--- config.mk ---
export PLATFORM = sky130hd
export DESIGN_NAME = timer_capture_compare_unit
export DESIGN_NICKNAME = d
export VERILOG_FILES = /design/src/timer_cc_pkg.sv /design/src/pin_sync.sv /design/src/timer_capture_compare_unit.sv
export SDC_FILE = /design/constraint.sdc
export NUM_CORES = 1
export LEC_CHECK = 0
export ABC_AREA = 1
export BUFFER_PORTS_ARGS = -buffer_cell sky130_fd_sc_hd__buf_2
export CAP_MARGIN = 20
export CORE_ASPECT_RATIO = 1.75
export CORE_MARGIN = 2
export CORE_UTILIZATION = 50
export DETAILED_ROUTE_END_ITERATION = 10
export MAX_ROUTING_LAYER = met4
export PLACE_DENSITY_LB_ADDON = 0.08
export SETUP_SLACK_MARGIN = 0.4
export SLEW_MARGIN = 15
export SYNTH_ARGS = -nofsm -noshare
export SYNTH_HDL_FRONTEND = slang
export SYNTH_SLANG_ARGS = --single-unit
--- constraint.sdc ---
create_clock -name pclk -period 2 [get_ports pclk]
set_clock_uncertainty 0.05 [all_clocks]
set_input_delay 0.4 -clock pclk [delete_from_list [all_inputs] [get_ports pclk]]
set_output_delay 0.4 -clock pclk [all_outputs]
set_load 0.1 [all_outputs]
--- src/timer_cc_pkg.sv ---
/*
  Shared constants of the timer capture and compare unit: register word
  offsets, control and status bit positions and reset values.
  Assumes an APB slave with an 8-bit byte address and byte-wide registers
  sitting in the low bits of each aligned 32-bit word.
*/
package timer_cc_pkg;

  // ---------------------------------------------------------------
  // Register offsets
  // ---------------------------------------------------------------
  localparam int         ADDR_WIDTH      = 8;
  localparam logic [7:0] CAP_HIGH_ADDR   = 8'h00;
  localparam logic [7:0] CAP_LOW_ADDR    = 8'h04;
  localparam logic [7:0] CMP_HIGH_ADDR   = 8'h10;
  localparam logic [7:0] CMP_LOW_ADDR    = 8'h14;
  localparam logic [7:0] CHANNEL_STRIDE  = 8'h08;
  localparam logic [7:0] CTRL_ONE_ADDR   = 8'h20;
  localparam logic [7:0] CTRL_TWO_ADDR   = 8'h24;
  localparam logic [7:0] STATUS_ADDR     = 8'h28;
  localparam logic [7:0] COUNT_HIGH_ADDR = 8'h2c;
  localparam logic [7:0] COUNT_LOW_ADDR  = 8'h30;

  // ---------------------------------------------------------------
  // Control one: edges, levels and interrupt enables
  // ---------------------------------------------------------------
  localparam int EDGE_LSB       = 0;
  localparam int LEVEL_LSB      = 2;
  localparam int CMP_IRQ_EN_BIT = 6;
  localparam int CAP_IRQ_EN_BIT = 7;

  // ---------------------------------------------------------------
  // Control two: output enables, clock select and modes
  // ---------------------------------------------------------------
  localparam int OUT_EN_LSB     = 0;
  localparam int CLK_SEL_LSB    = 2;
  localparam int ONE_PULSE_BIT  = 4;
  localparam int PWM_BIT        = 5;
  localparam int EXT_EDGE_BIT   = 6;

  // ---------------------------------------------------------------
  // Status layout
  // ---------------------------------------------------------------
  localparam int CAP_FLAG_LSB   = 0;
  localparam int CMP_FLAG_LSB   = 2;

  // ---------------------------------------------------------------
  // Clock select codes and divider masks
  // ---------------------------------------------------------------
  localparam logic [1:0] CLK_DIV2     = 2'h0;
  localparam logic [1:0] CLK_DIV4     = 2'h1;
  localparam logic [1:0] CLK_DIV8     = 2'h2;
  localparam logic [1:0] CLK_EXTERNAL = 2'h3;
  localparam logic [2:0] MASK_DIV2    = 3'h1;
  localparam logic [2:0] MASK_DIV4    = 3'h3;
  localparam logic [2:0] MASK_DIV8    = 3'h7;

  // ---------------------------------------------------------------
  // Reset values
  // ---------------------------------------------------------------
  localparam logic [15:0] COUNTER_RESET = 16'hfffc;
  localparam logic [15:0] COMPARE_RESET = 16'h8000;

endpackage

--- src/pin_sync.sv ---
/*
  Three-stage synchroniser with edge detection for one pin.
  Assumes the pin is asynchronous to pclk; an edge is reported once the
  second and third stages agree on a level different from the last one.
*/
`timescale 1ns/1ps
`default_nettype none

module pin_sync (
  // Clock and reset
  input  wire logic pclk,
  input  wire logic presetn,
  // Pin and edges
  input  wire logic pin,
  output logic      rise,
  output logic      fall
);

  typedef struct packed {
    logic       s1;
    logic       s2;
    logic       s3;
    logic       level;
    logic       primed;
    logic [1:0] fill;
  } sync_type;

  sync_type s_q;
  sync_type s_d;
  logic     agree;

  // The first stage feeds only the second stage.
  assign agree = (s_q.s2 == s_q.s3);
  assign rise  = agree & s_q.primed & s_q.s3 & ~s_q.level;
  assign fall  = agree & s_q.primed & ~s_q.s3 & s_q.level;

  always_comb begin
    s_d    = s_q;
    s_d.s1 = pin;
    s_d.s2 = s_q.s1;
    s_d.s3 = s_q.s2;
    if (!(&s_q.fill)) begin
      s_d.fill = s_q.fill + 2'h1;
    end
    // The stages hold reset zeros, not pin samples, until they have
    // filled. Only then is the first agreed level taken, silently, so
    // a pin that idles high does not fake an edge after reset.
    if (agree && (&s_q.fill)) begin
      s_d.level  = s_q.s3;
      s_d.primed = 1'b1;
    end
  end

  always_ff @(posedge pclk or negedge presetn) begin
    if (!presetn) begin
      s_q <= '0;
    end else begin
      s_q <= s_d;
    end
  end

endmodule

`default_nettype wire

--- src/timer_capture_compare_unit.sv ---
/*
  Capture and compare unit of a 16-bit timer with its free-running
  counter, tick divider and byte-wide registers on an APB slave.
  Assumes pins arrive asynchronously and the CPU interrupt mask is a
  level from logic on pclk.
*/
// The implementer's own choices: the APB interface to the registers and the placing of the registers.
//
// Overview of operation
// - Each capture channel latches the 16-bit counter on its active pin edge.
// - Capture value registers are read-only; writes leave them unchanged.
// - Each channel's edge select bit picks the active capture polarity.
// - A capture sets the channel flag and holds the sampled counter value.
// - Capture requests interrupt when enabled and mask clear, else pending.
// - One capture interrupt enable covers both capture channels.
// - Capture flag clears after status read then capture low byte access.
// - Reading capture high byte blocks captures and flag until low read.
// - Each new capture overwrites the previous value.
// - In one-pulse or PWM mode only capture channel 2 captures.
// - Capture pins always feed capture logic, even when driven as outputs.
// - Both compare values match against the counter every timer cycle.
// - Compare values are read/write, hardware never alters them, reset 8000h.
// - A match sets compare flag and drives level when output enabled.
// - Compare pin latches stay low during reset.
// - Compare match requests interrupt when enabled and mask clear.
// - Compare flag clears after status read then compare low access.
// - Writing compare high byte inhibits compare until low byte write.
// - Suggested order high, status, low; low write re-enables and clears.
// - Without output enable the pin ignores level; interrupts still work.
// - Flag and pin update while counter equals the compare value.
// - The free-running counter resets to FFFCh.
// - Clock select gives CPU clock over 2, 4, 8 or external pin.
`timescale 1ns/1ps
`default_nettype none

module timer_capture_compare_unit
  import timer_cc_pkg::*;
#(
  parameter int CHANNELS = 2
) (
  // Clock and reset
  input  wire logic                  pclk,
  input  wire logic                  presetn,
  // APB slave
  input  wire logic [ADDR_WIDTH-1:0] paddr,
  input  wire logic                  psel,
  input  wire logic                  penable,
  input  wire logic                  pwrite,
  input  wire logic [31:0]           pwdata,
  output logic      [31:0]           prdata,
  output logic                       pready,
  output logic                       pslverr,
  // Timer pins
  input  wire logic [CHANNELS-1:0]   capture_pin,
  input  wire logic                  ext_clock_pin,
  output logic      [CHANNELS-1:0]   compare_pin_out,
  output logic      [CHANNELS-1:0]   compare_pin_oe,
  // CPU interrupt
  input  wire logic                  global_irq_mask,
  output logic                       timer_irq_req
);

  // ---------------------------------------------------------------
  // Elaboration check
  // ---------------------------------------------------------------
  if (CHANNELS != 2) begin : g_bad_channels
    $error("timer unit: register map serves exactly two channels");
  end

  typedef struct packed {
    logic [2:0]                 presc;
    logic [15:0]                counter;
    logic [CHANNELS-1:0][15:0]  cap_val;
    logic [CHANNELS-1:0]        cap_flag;
    logic [CHANNELS-1:0]        cap_arm;
    logic [CHANNELS-1:0]        cap_block;
    logic [CHANNELS-1:0][15:0]  cmp_val;
    logic [CHANNELS-1:0]        cmp_flag;
    logic [CHANNELS-1:0]        cmp_arm;
    logic [CHANNELS-1:0]        cmp_inhibit;
    logic [CHANNELS-1:0]        cmp_pin;
    logic [7:0]                 ctrl_one;
    logic [7:0]                 ctrl_two;
    logic [7:0]                 rdata;
    logic                       pready;
    logic                       pslverr;
    logic                       irq;
  } state_type;

  localparam state_type STATE_RESET = '{
    presc:   3'h0,
    counter: COUNTER_RESET,
    cmp_val: {CHANNELS{COMPARE_RESET}},
    default: '0
  };

  state_type           s_q;
  state_type           s_d;
  logic [CHANNELS-1:0] cap_rise;
  logic [CHANNELS-1:0] cap_fall;
  logic [CHANNELS-1:0] cap_event;
  logic [CHANNELS-1:0] cap_high_rd;
  logic [CHANNELS-1:0] cap_low_acc;
  logic [CHANNELS-1:0] cmp_match;
  logic [CHANNELS-1:0] cmp_high_wr;
  logic [CHANNELS-1:0] cmp_low_wr;
  logic [CHANNELS-1:0] cmp_low_acc;
  logic                ext_rise;
  logic                ext_fall;
  logic                setup;
  logic                done;
  logic                status_rd;
  logic                tick;
  logic [2:0]          div_mask;
  logic [1:0]          clk_sel;
  logic                narrow_mode;

  assign setup       = psel & ~penable;
  assign done        = psel & penable & s_q.pready;
  assign status_rd   = done & ~pwrite & (paddr == STATUS_ADDR);
  assign clk_sel     = s_q.ctrl_two[CLK_SEL_LSB +: 2];
  assign narrow_mode = s_q.ctrl_two[ONE_PULSE_BIT] | s_q.ctrl_two[PWM_BIT];

  // ---------------------------------------------------------------
  // Timer tick
  // ---------------------------------------------------------------
  pin_sync u_ext_sync (
    .pclk    (pclk),
    .presetn (presetn),
    .pin     (ext_clock_pin),
    .rise    (ext_rise),
    .fall    (ext_fall)
  );

  always_comb begin
    unique case (clk_sel)
      CLK_DIV2: div_mask = MASK_DIV2;
      CLK_DIV4: div_mask = MASK_DIV4;
      default:  div_mask = MASK_DIV8;
    endcase
  end

  assign tick = (clk_sel == CLK_EXTERNAL) ?
                (s_q.ctrl_two[EXT_EDGE_BIT] ? ext_rise : ext_fall) :
                ((s_q.presc & div_mask) == div_mask);

  // ---------------------------------------------------------------
  // Per-channel decode and events
  // ---------------------------------------------------------------
  for (genvar i = 0; i < CHANNELS; i++) begin : g_chan
    localparam logic [7:0] OFS = 8'(i * CHANNEL_STRIDE);

    // pin always feeds the capture path
    pin_sync u_cap_sync (
      .pclk    (pclk),
      .presetn (presetn),
      .pin     (capture_pin[i]),
      .rise    (cap_rise[i]),
      .fall    (cap_fall[i])
    );

    // channel one idles in pulse modes
    assign cap_event[i] = ((i != 0) | ~narrow_mode) &
                          (s_q.ctrl_one[EDGE_LSB + i] ? cap_rise[i]
                                                      : cap_fall[i]);
    assign cap_high_rd[i] = done & ~pwrite &
                            (paddr == CAP_HIGH_ADDR + OFS);
    assign cap_low_acc[i] = done & (paddr == CAP_LOW_ADDR + OFS);

    assign cmp_match[i] = (s_q.counter == s_q.cmp_val[i]) &
                          ~s_q.cmp_inhibit[i];
    assign cmp_high_wr[i] = done & pwrite &
                            (paddr == CMP_HIGH_ADDR + OFS);
    assign cmp_low_acc[i] = done & (paddr == CMP_LOW_ADDR + OFS);
    assign cmp_low_wr[i]  = cmp_low_acc[i] & pwrite;
  end

  // ---------------------------------------------------------------
  // Next state
  // ---------------------------------------------------------------
  always_comb begin
    s_d       = s_q;
    s_d.presc = s_q.presc + 3'h1;

    if (tick) begin
      s_d.counter = s_q.counter + 16'h0001;
    end

    for (int i = 0; i < CHANNELS; i++) begin
      // second step clears an armed flag
      // Only a read of the low byte lifts the high-byte block.
      if (cap_low_acc[i]) begin
        s_d.cap_block[i] = s_q.cap_block[i] & pwrite;
        if (s_q.cap_arm[i]) begin
          s_d.cap_flag[i] = 1'b0;
          s_d.cap_arm[i]  = 1'b0;
        end
      end
      // high byte read freezes the channel
      if (cap_high_rd[i]) begin
        s_d.cap_block[i] = 1'b1;
      end
      // Arm only on the flag value that the status read returned, so a
      // flag that rose after the data was fetched is never cleared unseen.
      if (status_rd && s_q.rdata[CAP_FLAG_LSB + i]) begin
        s_d.cap_arm[i] = 1'b1;
      end
      // flag set wins over a clear
      if (cap_event[i] && !s_q.cap_block[i]) begin
        s_d.cap_val[i]  = s_q.counter;
        s_d.cap_flag[i] = 1'b1;
        s_d.cap_arm[i]  = 1'b0;
      end

      if (cmp_high_wr[i]) begin
        s_d.cmp_val[i][15:8]  = pwdata[7:0];
        s_d.cmp_inhibit[i]    = 1'b1;
      end
      if (cmp_low_wr[i]) begin
        s_d.cmp_val[i][7:0]   = pwdata[7:0];
        s_d.cmp_inhibit[i]    = 1'b0;
      end
      if (cmp_low_acc[i] && s_q.cmp_arm[i]) begin
        s_d.cmp_flag[i] = 1'b0;
        s_d.cmp_arm[i]  = 1'b0;
      end
      if (status_rd && s_q.rdata[CMP_FLAG_LSB + i]) begin
        s_d.cmp_arm[i] = 1'b1;
      end
      // flag and pin follow while equal
      // match sets flag and drives level
      if (cmp_match[i]) begin
        s_d.cmp_flag[i] = 1'b1;
        s_d.cmp_arm[i]  = 1'b0;
        if (s_q.ctrl_two[OUT_EN_LSB + i]) begin
          s_d.cmp_pin[i] = s_q.ctrl_one[LEVEL_LSB + i];
        end
      end
    end

    if (done && pwrite && paddr == CTRL_ONE_ADDR) begin
      s_d.ctrl_one = pwdata[7:0];
    end
    if (done && pwrite && paddr == CTRL_TWO_ADDR) begin
      s_d.ctrl_two = pwdata[7:0];
    end

    // Read data is fetched in the setup cycle so every output comes
    // from a flop; pready then rises for a zero-wait access phase.
    s_d.pready  = setup;
    s_d.pslverr = 1'b0;
    s_d.rdata   = 8'h00;
    if (setup) begin
      unique case (paddr)
        CAP_HIGH_ADDR:                  s_d.rdata = s_q.cap_val[0][15:8];
        CAP_LOW_ADDR:                   s_d.rdata = s_q.cap_val[0][7:0];
        CAP_HIGH_ADDR + CHANNEL_STRIDE: s_d.rdata = s_q.cap_val[1][15:8];
        CAP_LOW_ADDR + CHANNEL_STRIDE:  s_d.rdata = s_q.cap_val[1][7:0];
        CMP_HIGH_ADDR:                  s_d.rdata = s_q.cmp_val[0][15:8];
        CMP_LOW_ADDR:                   s_d.rdata = s_q.cmp_val[0][7:0];
        CMP_HIGH_ADDR + CHANNEL_STRIDE: s_d.rdata = s_q.cmp_val[1][15:8];
        CMP_LOW_ADDR + CHANNEL_STRIDE:  s_d.rdata = s_q.cmp_val[1][7:0];
        CTRL_ONE_ADDR:                  s_d.rdata = s_q.ctrl_one;
        CTRL_TWO_ADDR:                  s_d.rdata = s_q.ctrl_two;
        STATUS_ADDR: begin
          s_d.rdata[CAP_FLAG_LSB +: 2] = s_q.cap_flag;
          s_d.rdata[CMP_FLAG_LSB +: 2] = s_q.cmp_flag;
        end
        COUNT_HIGH_ADDR:                s_d.rdata = s_q.counter[15:8];
        COUNT_LOW_ADDR:                 s_d.rdata = s_q.counter[7:0];
        default:                        s_d.pslverr = 1'b1;
      endcase
    end

    // pending flags wait for enable and mask
    s_d.irq = ~global_irq_mask &
              ((s_q.ctrl_one[CAP_IRQ_EN_BIT] & (|s_q.cap_flag)) |
               (s_q.ctrl_one[CMP_IRQ_EN_BIT] & (|s_q.cmp_flag)));
  end

  // ---------------------------------------------------------------
  // State register
  // ---------------------------------------------------------------
  // compare latches reset low
  // counter restarts at its reset value
  always_ff @(posedge pclk or negedge presetn) begin
    if (!presetn) begin
      s_q <= STATE_RESET;
    end else begin
      s_q <= s_d;
    end
  end

  assign prdata          = {24'h000000, s_q.rdata};
  assign pready          = s_q.pready;
  assign pslverr         = s_q.pslverr;
  assign compare_pin_out = s_q.cmp_pin;
  assign compare_pin_oe  = s_q.ctrl_two[OUT_EN_LSB +: CHANNELS];
  assign timer_irq_req   = s_q.irq;
endmodule

`default_nettype wire

; ---- After elaboration in Yosys (flattened, before gate mapping)
; Cells that the tools add are included.
[totals]
wordCells = 205
inputBits = 49
output_inout_bits = 39
regBits = 145
[classes]
n_bitwise = 54
n_reduce_logical = 42
addsub = 5
n_eq_ne = 20
n_mux = 38
[op_table]
columns = operator, count
row1 = $pmux 4 s13, 1
row2 = $pmux 4 s12, 1
row3 = $eq 8x6->1 const B, 5
row4 = $and 1x1->1, 39
row5 = $mux 1, 34
row6 = $eq 16x16->1, 2
row7 = $eq 8x5->1 const B, 4
row8 = $reduce_bool 2->1, 10
row9 = $add 16x1->16 const B, 1
row10 = $eq 8x4->1 const B, 2
row11 = $logic_and 1x1->1, 14
row12 = $reduce_and 2->1, 7
row13 = $reduce_or 13->1, 1
row14 = $not 1->1, 12
row15 = $reduce_bool 3->1, 4
row16 = $eq 8x3->1 const B, 1
row17 = $logic_not 8->1, 1
row18 = $mux 8, 1
row19 = $add 2x1->2 const B, 3
row20 = $pmux 3 s2, 1
row21 = $reduce_or 2->1, 2
row22 = $add 3x1->3 const B, 1
row23 = $and 3x3->3, 1
row24 = $eq 1x1->1, 3
row25 = 6 further kinds, 8

; ---- Depth between registers and ports, before layout
[logic_depth]
depth_word = 9
mapped_depth = 12
ltp_nobuf = 11

; ---- Cells and area by module
; Synthesis repeated with hierarchy kept, for this count alone.
[unflattened]
hier_cells = 980
area_unflattened_um2 = 7681.1
[modules_own_cells]
columns = mod, area_each_um2, n_inst, cells_per_inst, seq_area_each_um2
row1 = timer_capture_compare_unit, 6870.3, 1, 908, 3123.0
row2 = pin_sync, 270.3, 3, 24, 175.2

; ---- Worst setup path after synthesis
; Ideal clock, no wire load.
[synth_path]
kind = register to register
from = register s_q (netlist bit pready)
to = register s_q[41] in the netlist's numbering
t_arrival_ns = 1.920
setup_slack_ns = -0.098
path_stages_with_launch = 7
synth_period_minus_slack_ns = 2.098
required_ns = 1.822
path_buffers = 1
setup_ns = 0.128
path_cell_list = dfrtp_1 -> nand3_1 -> nor2_8 -> nand2_2 -> buf_2 -> nand2_1 -> o21ai_0
[synth_between]
elab_chain_len = 3
[synth_lines]
columns = element, line
row1 = start: declaration, timer_capture_compare_unit.sv:97  ; state_type s_q;
row2 = start signal: assignment, timer_capture_compare_unit.sv:288  ; s_q <= STATE_RESET;
row3 = start signal: assignment, timer_capture_compare_unit.sv:290  ; s_q <= s_d;
row4 = $and 1x1->1, timer_capture_compare_unit.sv:119  ; assign done = psel & penable & s_q.pready;
row5 = $and 1x1->1, timer_capture_compare_unit.sv:174  ; assign cmp_low_acc[i] = done & (paddr == CMP_LOW_ADDR + OFS);
row6 = $and 1x1->1, timer_capture_compare_unit.sv:175  ; assign cmp_low_wr[i] = cmp_low_acc[i] & pwrite;
; No other way between the ends.
; A chain may end at the register's enable or synchronous reset.

; ---- Worst setup path in the final report
[layout_path]
from = register s_q[113] in the netlist's numbering
to = register s_q[116] in the netlist's numbering
[layout_between]
elab_chain_len = 1
[layout_lines]
columns = element, line
row1 = $add 16x1->16, timer_capture_compare_unit.sv:186  ; s_d.counter = s_q.counter + 16'h0001;
; No other way between the ends.

==> metrics.md <==
| Metric | Value |
|---|---|
| Post-Route Setup TNS | `0 ns` |
| IO buf count | `39` |
| IO Count | `a little under 90` |
| Mapped Avg Cell Area | `just under 8 sq um` |
| Hold_sp | `ext_clock_pin` |
| Worst VDD drop | `440.7 uV` |
| Ant. Diodes | `0` |
| Chip height | `169.8 um` |
| Die X | `98.73 um` |
| Antenna violations before repair | `0` |
| TritonCTS clock tree | `yes` |
| Row count | `60` |
| Max-slew violation total from the final report | `0` |
| Leak | `4.717 nW` |
| Reg clk slew, reported paths | `approximately 0.07 ns` |
| Setup WS pre-CTS | `roughly 0.046 ns` |
| Congestion Overflow GR | `0` |
| CP Class | `register to register` |
| Initial core utilization | `between 50 and 60%` |
| Unrepaired setup endpoints after global routing | `true` |
| Total clock sinks | `~150` |
| Critical path required time | `~2.3 ns` |
| Status | `finished, final reports clean` |
| Final wirelength | `about 23000 um` |
| Vias after detailed routing | `~6800` |
| Max-Cap Viols | `0` |
| Most frequent cells in the layout | `325 x nand2_1, 124 x dfrtp_1, 102 x inv_1` |
| CP endpoint kind | `register` |
| Power per Cell Area | `around 860 nW/um^2` |
| Netlist cell types | `38` |
| Mapped Cells | `~1000` |
| Largest net degree at the start of global routing | `between 40 and 50` |
| Dpl hpwl | `roughly 17000 um` |
| CP arrival | `between 1.5 and 2 ns` |
| Root Buffer | `clkbuf_16` |
| Hold WC Path Type | `primary input to register` |
| CP Launch Type | `register` |
| Worst-Skew Late Latency | `0.43 ns` |
| Layout cells sized above 1 | `around 22%` |
| Critical path launch point | `s_q[113]` |
| Synth warn | `0` |
| Fin nets | `approximately 1200` |
| Drc violations | `0` |
| Synth Register Bits | `145` |
| Iter 0 DRT Violations | `475` |
| Final hold violation count | `0` |
| First-pass GRT wire length | `between 30000 and 40000 um` |
| Hold Slack | `0.02146 ns` |
| Wire per inst | `between 15 and 20 um` |
| Critical R2R Launch | `s_q[113]` |
| Iteration count of the initial detailed-routing pass | `5` |
| Die area | `about 17000 sq um` |
| Worst-path maximum fanout | `6` |
| Commonest non-fill, non-tap cell in the layout | `nand2_1` |
| ANT nets after route | `0` |
| Total CTS buffers | `17` |
| Filler instances | `between 1000 and 1500` |
| Setup slack after layout | `slightly above 0.3 ns` |
| Average vias per placed instance | `approximately 5.2` |
| Synthesized cell area | `7853 sq um` |
| Final setup viols | `0` |
| CTS Buffer Depth | `2` |
| Fmax achieved | `approximately 600 MHz` |
| Layout area overhead | `20.67%` |
| Final worst path period share | `a little over four fifths` |
| Total GRT Usage | `28.93%` |
| GPL Wtd Cong | `between 0.9 and 1` |
| Fin util | `between 60% and 70%` |
| Finished Layout Cells | `about 1300` |
| Number of global-route vias before repair | `~6600` |
| Core area | `15390 sq um` |
| H-tree depth | `4` |
| Crit path time final | `1.691 ns` |
| Placed Cells | `around 1200` |
| Sequential share of the synthesized area | `46.46%` |
==> repair_timing <==
action                                 CTS  global route
setup endpoints to repair               46            42
buffers inserted                        22            14
pin swaps                               12            26
cloned                                   0             1
endpoints found under the hold margin   21             0
hold buffers                             1             0
resized for setup                       39            46
==> flip-flops by register name, indices dropped and copies added (netlist names), 4 cells and up <==
| signal | count |
|---|---|
| s_q | 107 |
| prdata | 8 |
| g_chan.u_cap_sync.s_q | 10 |
| g_chan.u_cap_sync.s_d | 4 |
| u_ext_sync.s_q | 5 |
==> Yosys cell counts, drive strengths merged <==
| cell | count | share of area (%) |
|---|---|---|
| inv | 114 | 5.4 |
| nand3 | 72 | 4.9 |
| dfrtp | 129 | 41 |
| or2 | 1 | 0.080 |
| a21oi | 7 | 0.45 |
| buf | 56 | 5.5 |
| o21ai | 116 | 7.8 |
| clkbuf | 5 | 0.27 |
| xor2 | 15 | 1.7 |
| mux2 | 3 | 0.43 |
| nor4 | 1 | 0.16 |
| xnor2 | 13 | 1.4 |
| nand3b | 1 | 0.096 |
| a21boi | 1 | 0.096 |
| a21o | 1 | 0.096 |
| dfstp | 16 | 5.4 |
| o21bai | 1 | 0.096 |
| conb | 1 | 0.048 |
| nor2 | 93 | 5.7 |
| ha | 5 | 0.80 |
| a22oi | 2 | 0.19 |
| nand4 | 10 | 0.80 |
| nand2 | 343 | 17 |
| nor3 | 9 | 0.64 |
==> cell type report <==
| type | count | area [sq um] | area share [%] |
|---|---|---|---|
| Inverter | 114 | 440.4 | 4.648 |
| Clock inverter | 15 | 195.2 | 2.060 |
| Clock buffer | 17 | 425.4 | 4.490 |
| Sequential cell | 145 | 3657 | 38.60 |
| Timing Repair Buffer | 115 | 958.4 | 10.11 |
| Multi-Input combinational cell | 718 | 3566 | 37.63 |
| Tap cell | 186 | 232.7 | 2.456 |
==> layer usage <==
| metal | GRT usage (%) | vias up | wire length (um) |
|---|---|---|---|
| li1 | - | 3327 | - |
| met4 | 17.69 | 0 | 1313 |
| met2 | 48.09 | 236 | 11790 |
| met1 | 32.92 | 3209 | 8829 |
| met5 | - | - | 0 |
| met3 | 3.913 | 71 | 1010 |
==> cells by family after synthesis <==
family	share of synthesized area (%)
DFF	46.46
adders and majority gates	0.7967
buffers and inverters	11.25
AOI/OAI and AO/OA	8.700
and+or+nand+nor	29.19
xor gates and xnor gates	3.123
other	0.04776
muxes	0.4302
==> power breakdown <==
| part | total, mW | switching [mW] | internal, mW |
|---|---|---|---|
| combinational | 1.55 | 0.999 | 0.555 |
| clock | 3.33 | 1.42 | 1.91 |
| sequential | 3.31 | 0.152 | 3.15 |
| total | 8.19 | 2.57 | 5.62 |
==> worst max-delay path, cell delays in order (launching register included) <==
cell	delay, ns
dfstp_2	0.70
nand2_1	0.12
nor3_1	0.29
nand3_1	0.15
xor2_1	0.17
nand2_1	0.05
o21ai_0	0.08
==> stage by stage <==
stage / power [mW] / cell area [sq um]
6_report: 8.190 / 9475
5_1_grt: 8.519 / 9475
4_1_cts: 8.064 / 9166
3_5_place_dp: 4.579 / 8262
3_3_place_gp: 4.560 / 8262
2_1_floorplan: 4.147 / 7948
==> worst paths after layout <==
path	to	slack (ns)	cells after the start
worst max-delay path	s_q[116]	0.31	6
worst min-delay path	u_ext_sync.s_d[5]	0.02	1
worst max register to register	s_q[116]	0.31	6
worst min register to register	g_chan[0].u_cap_sync.s_d[4]	0.30	0
max in group asynchronous	s_q[116]	0.86	3
min in group asynchronous	s_q[89]	0.39	2
Note: power is estimated with default switching activity, not from simulation.
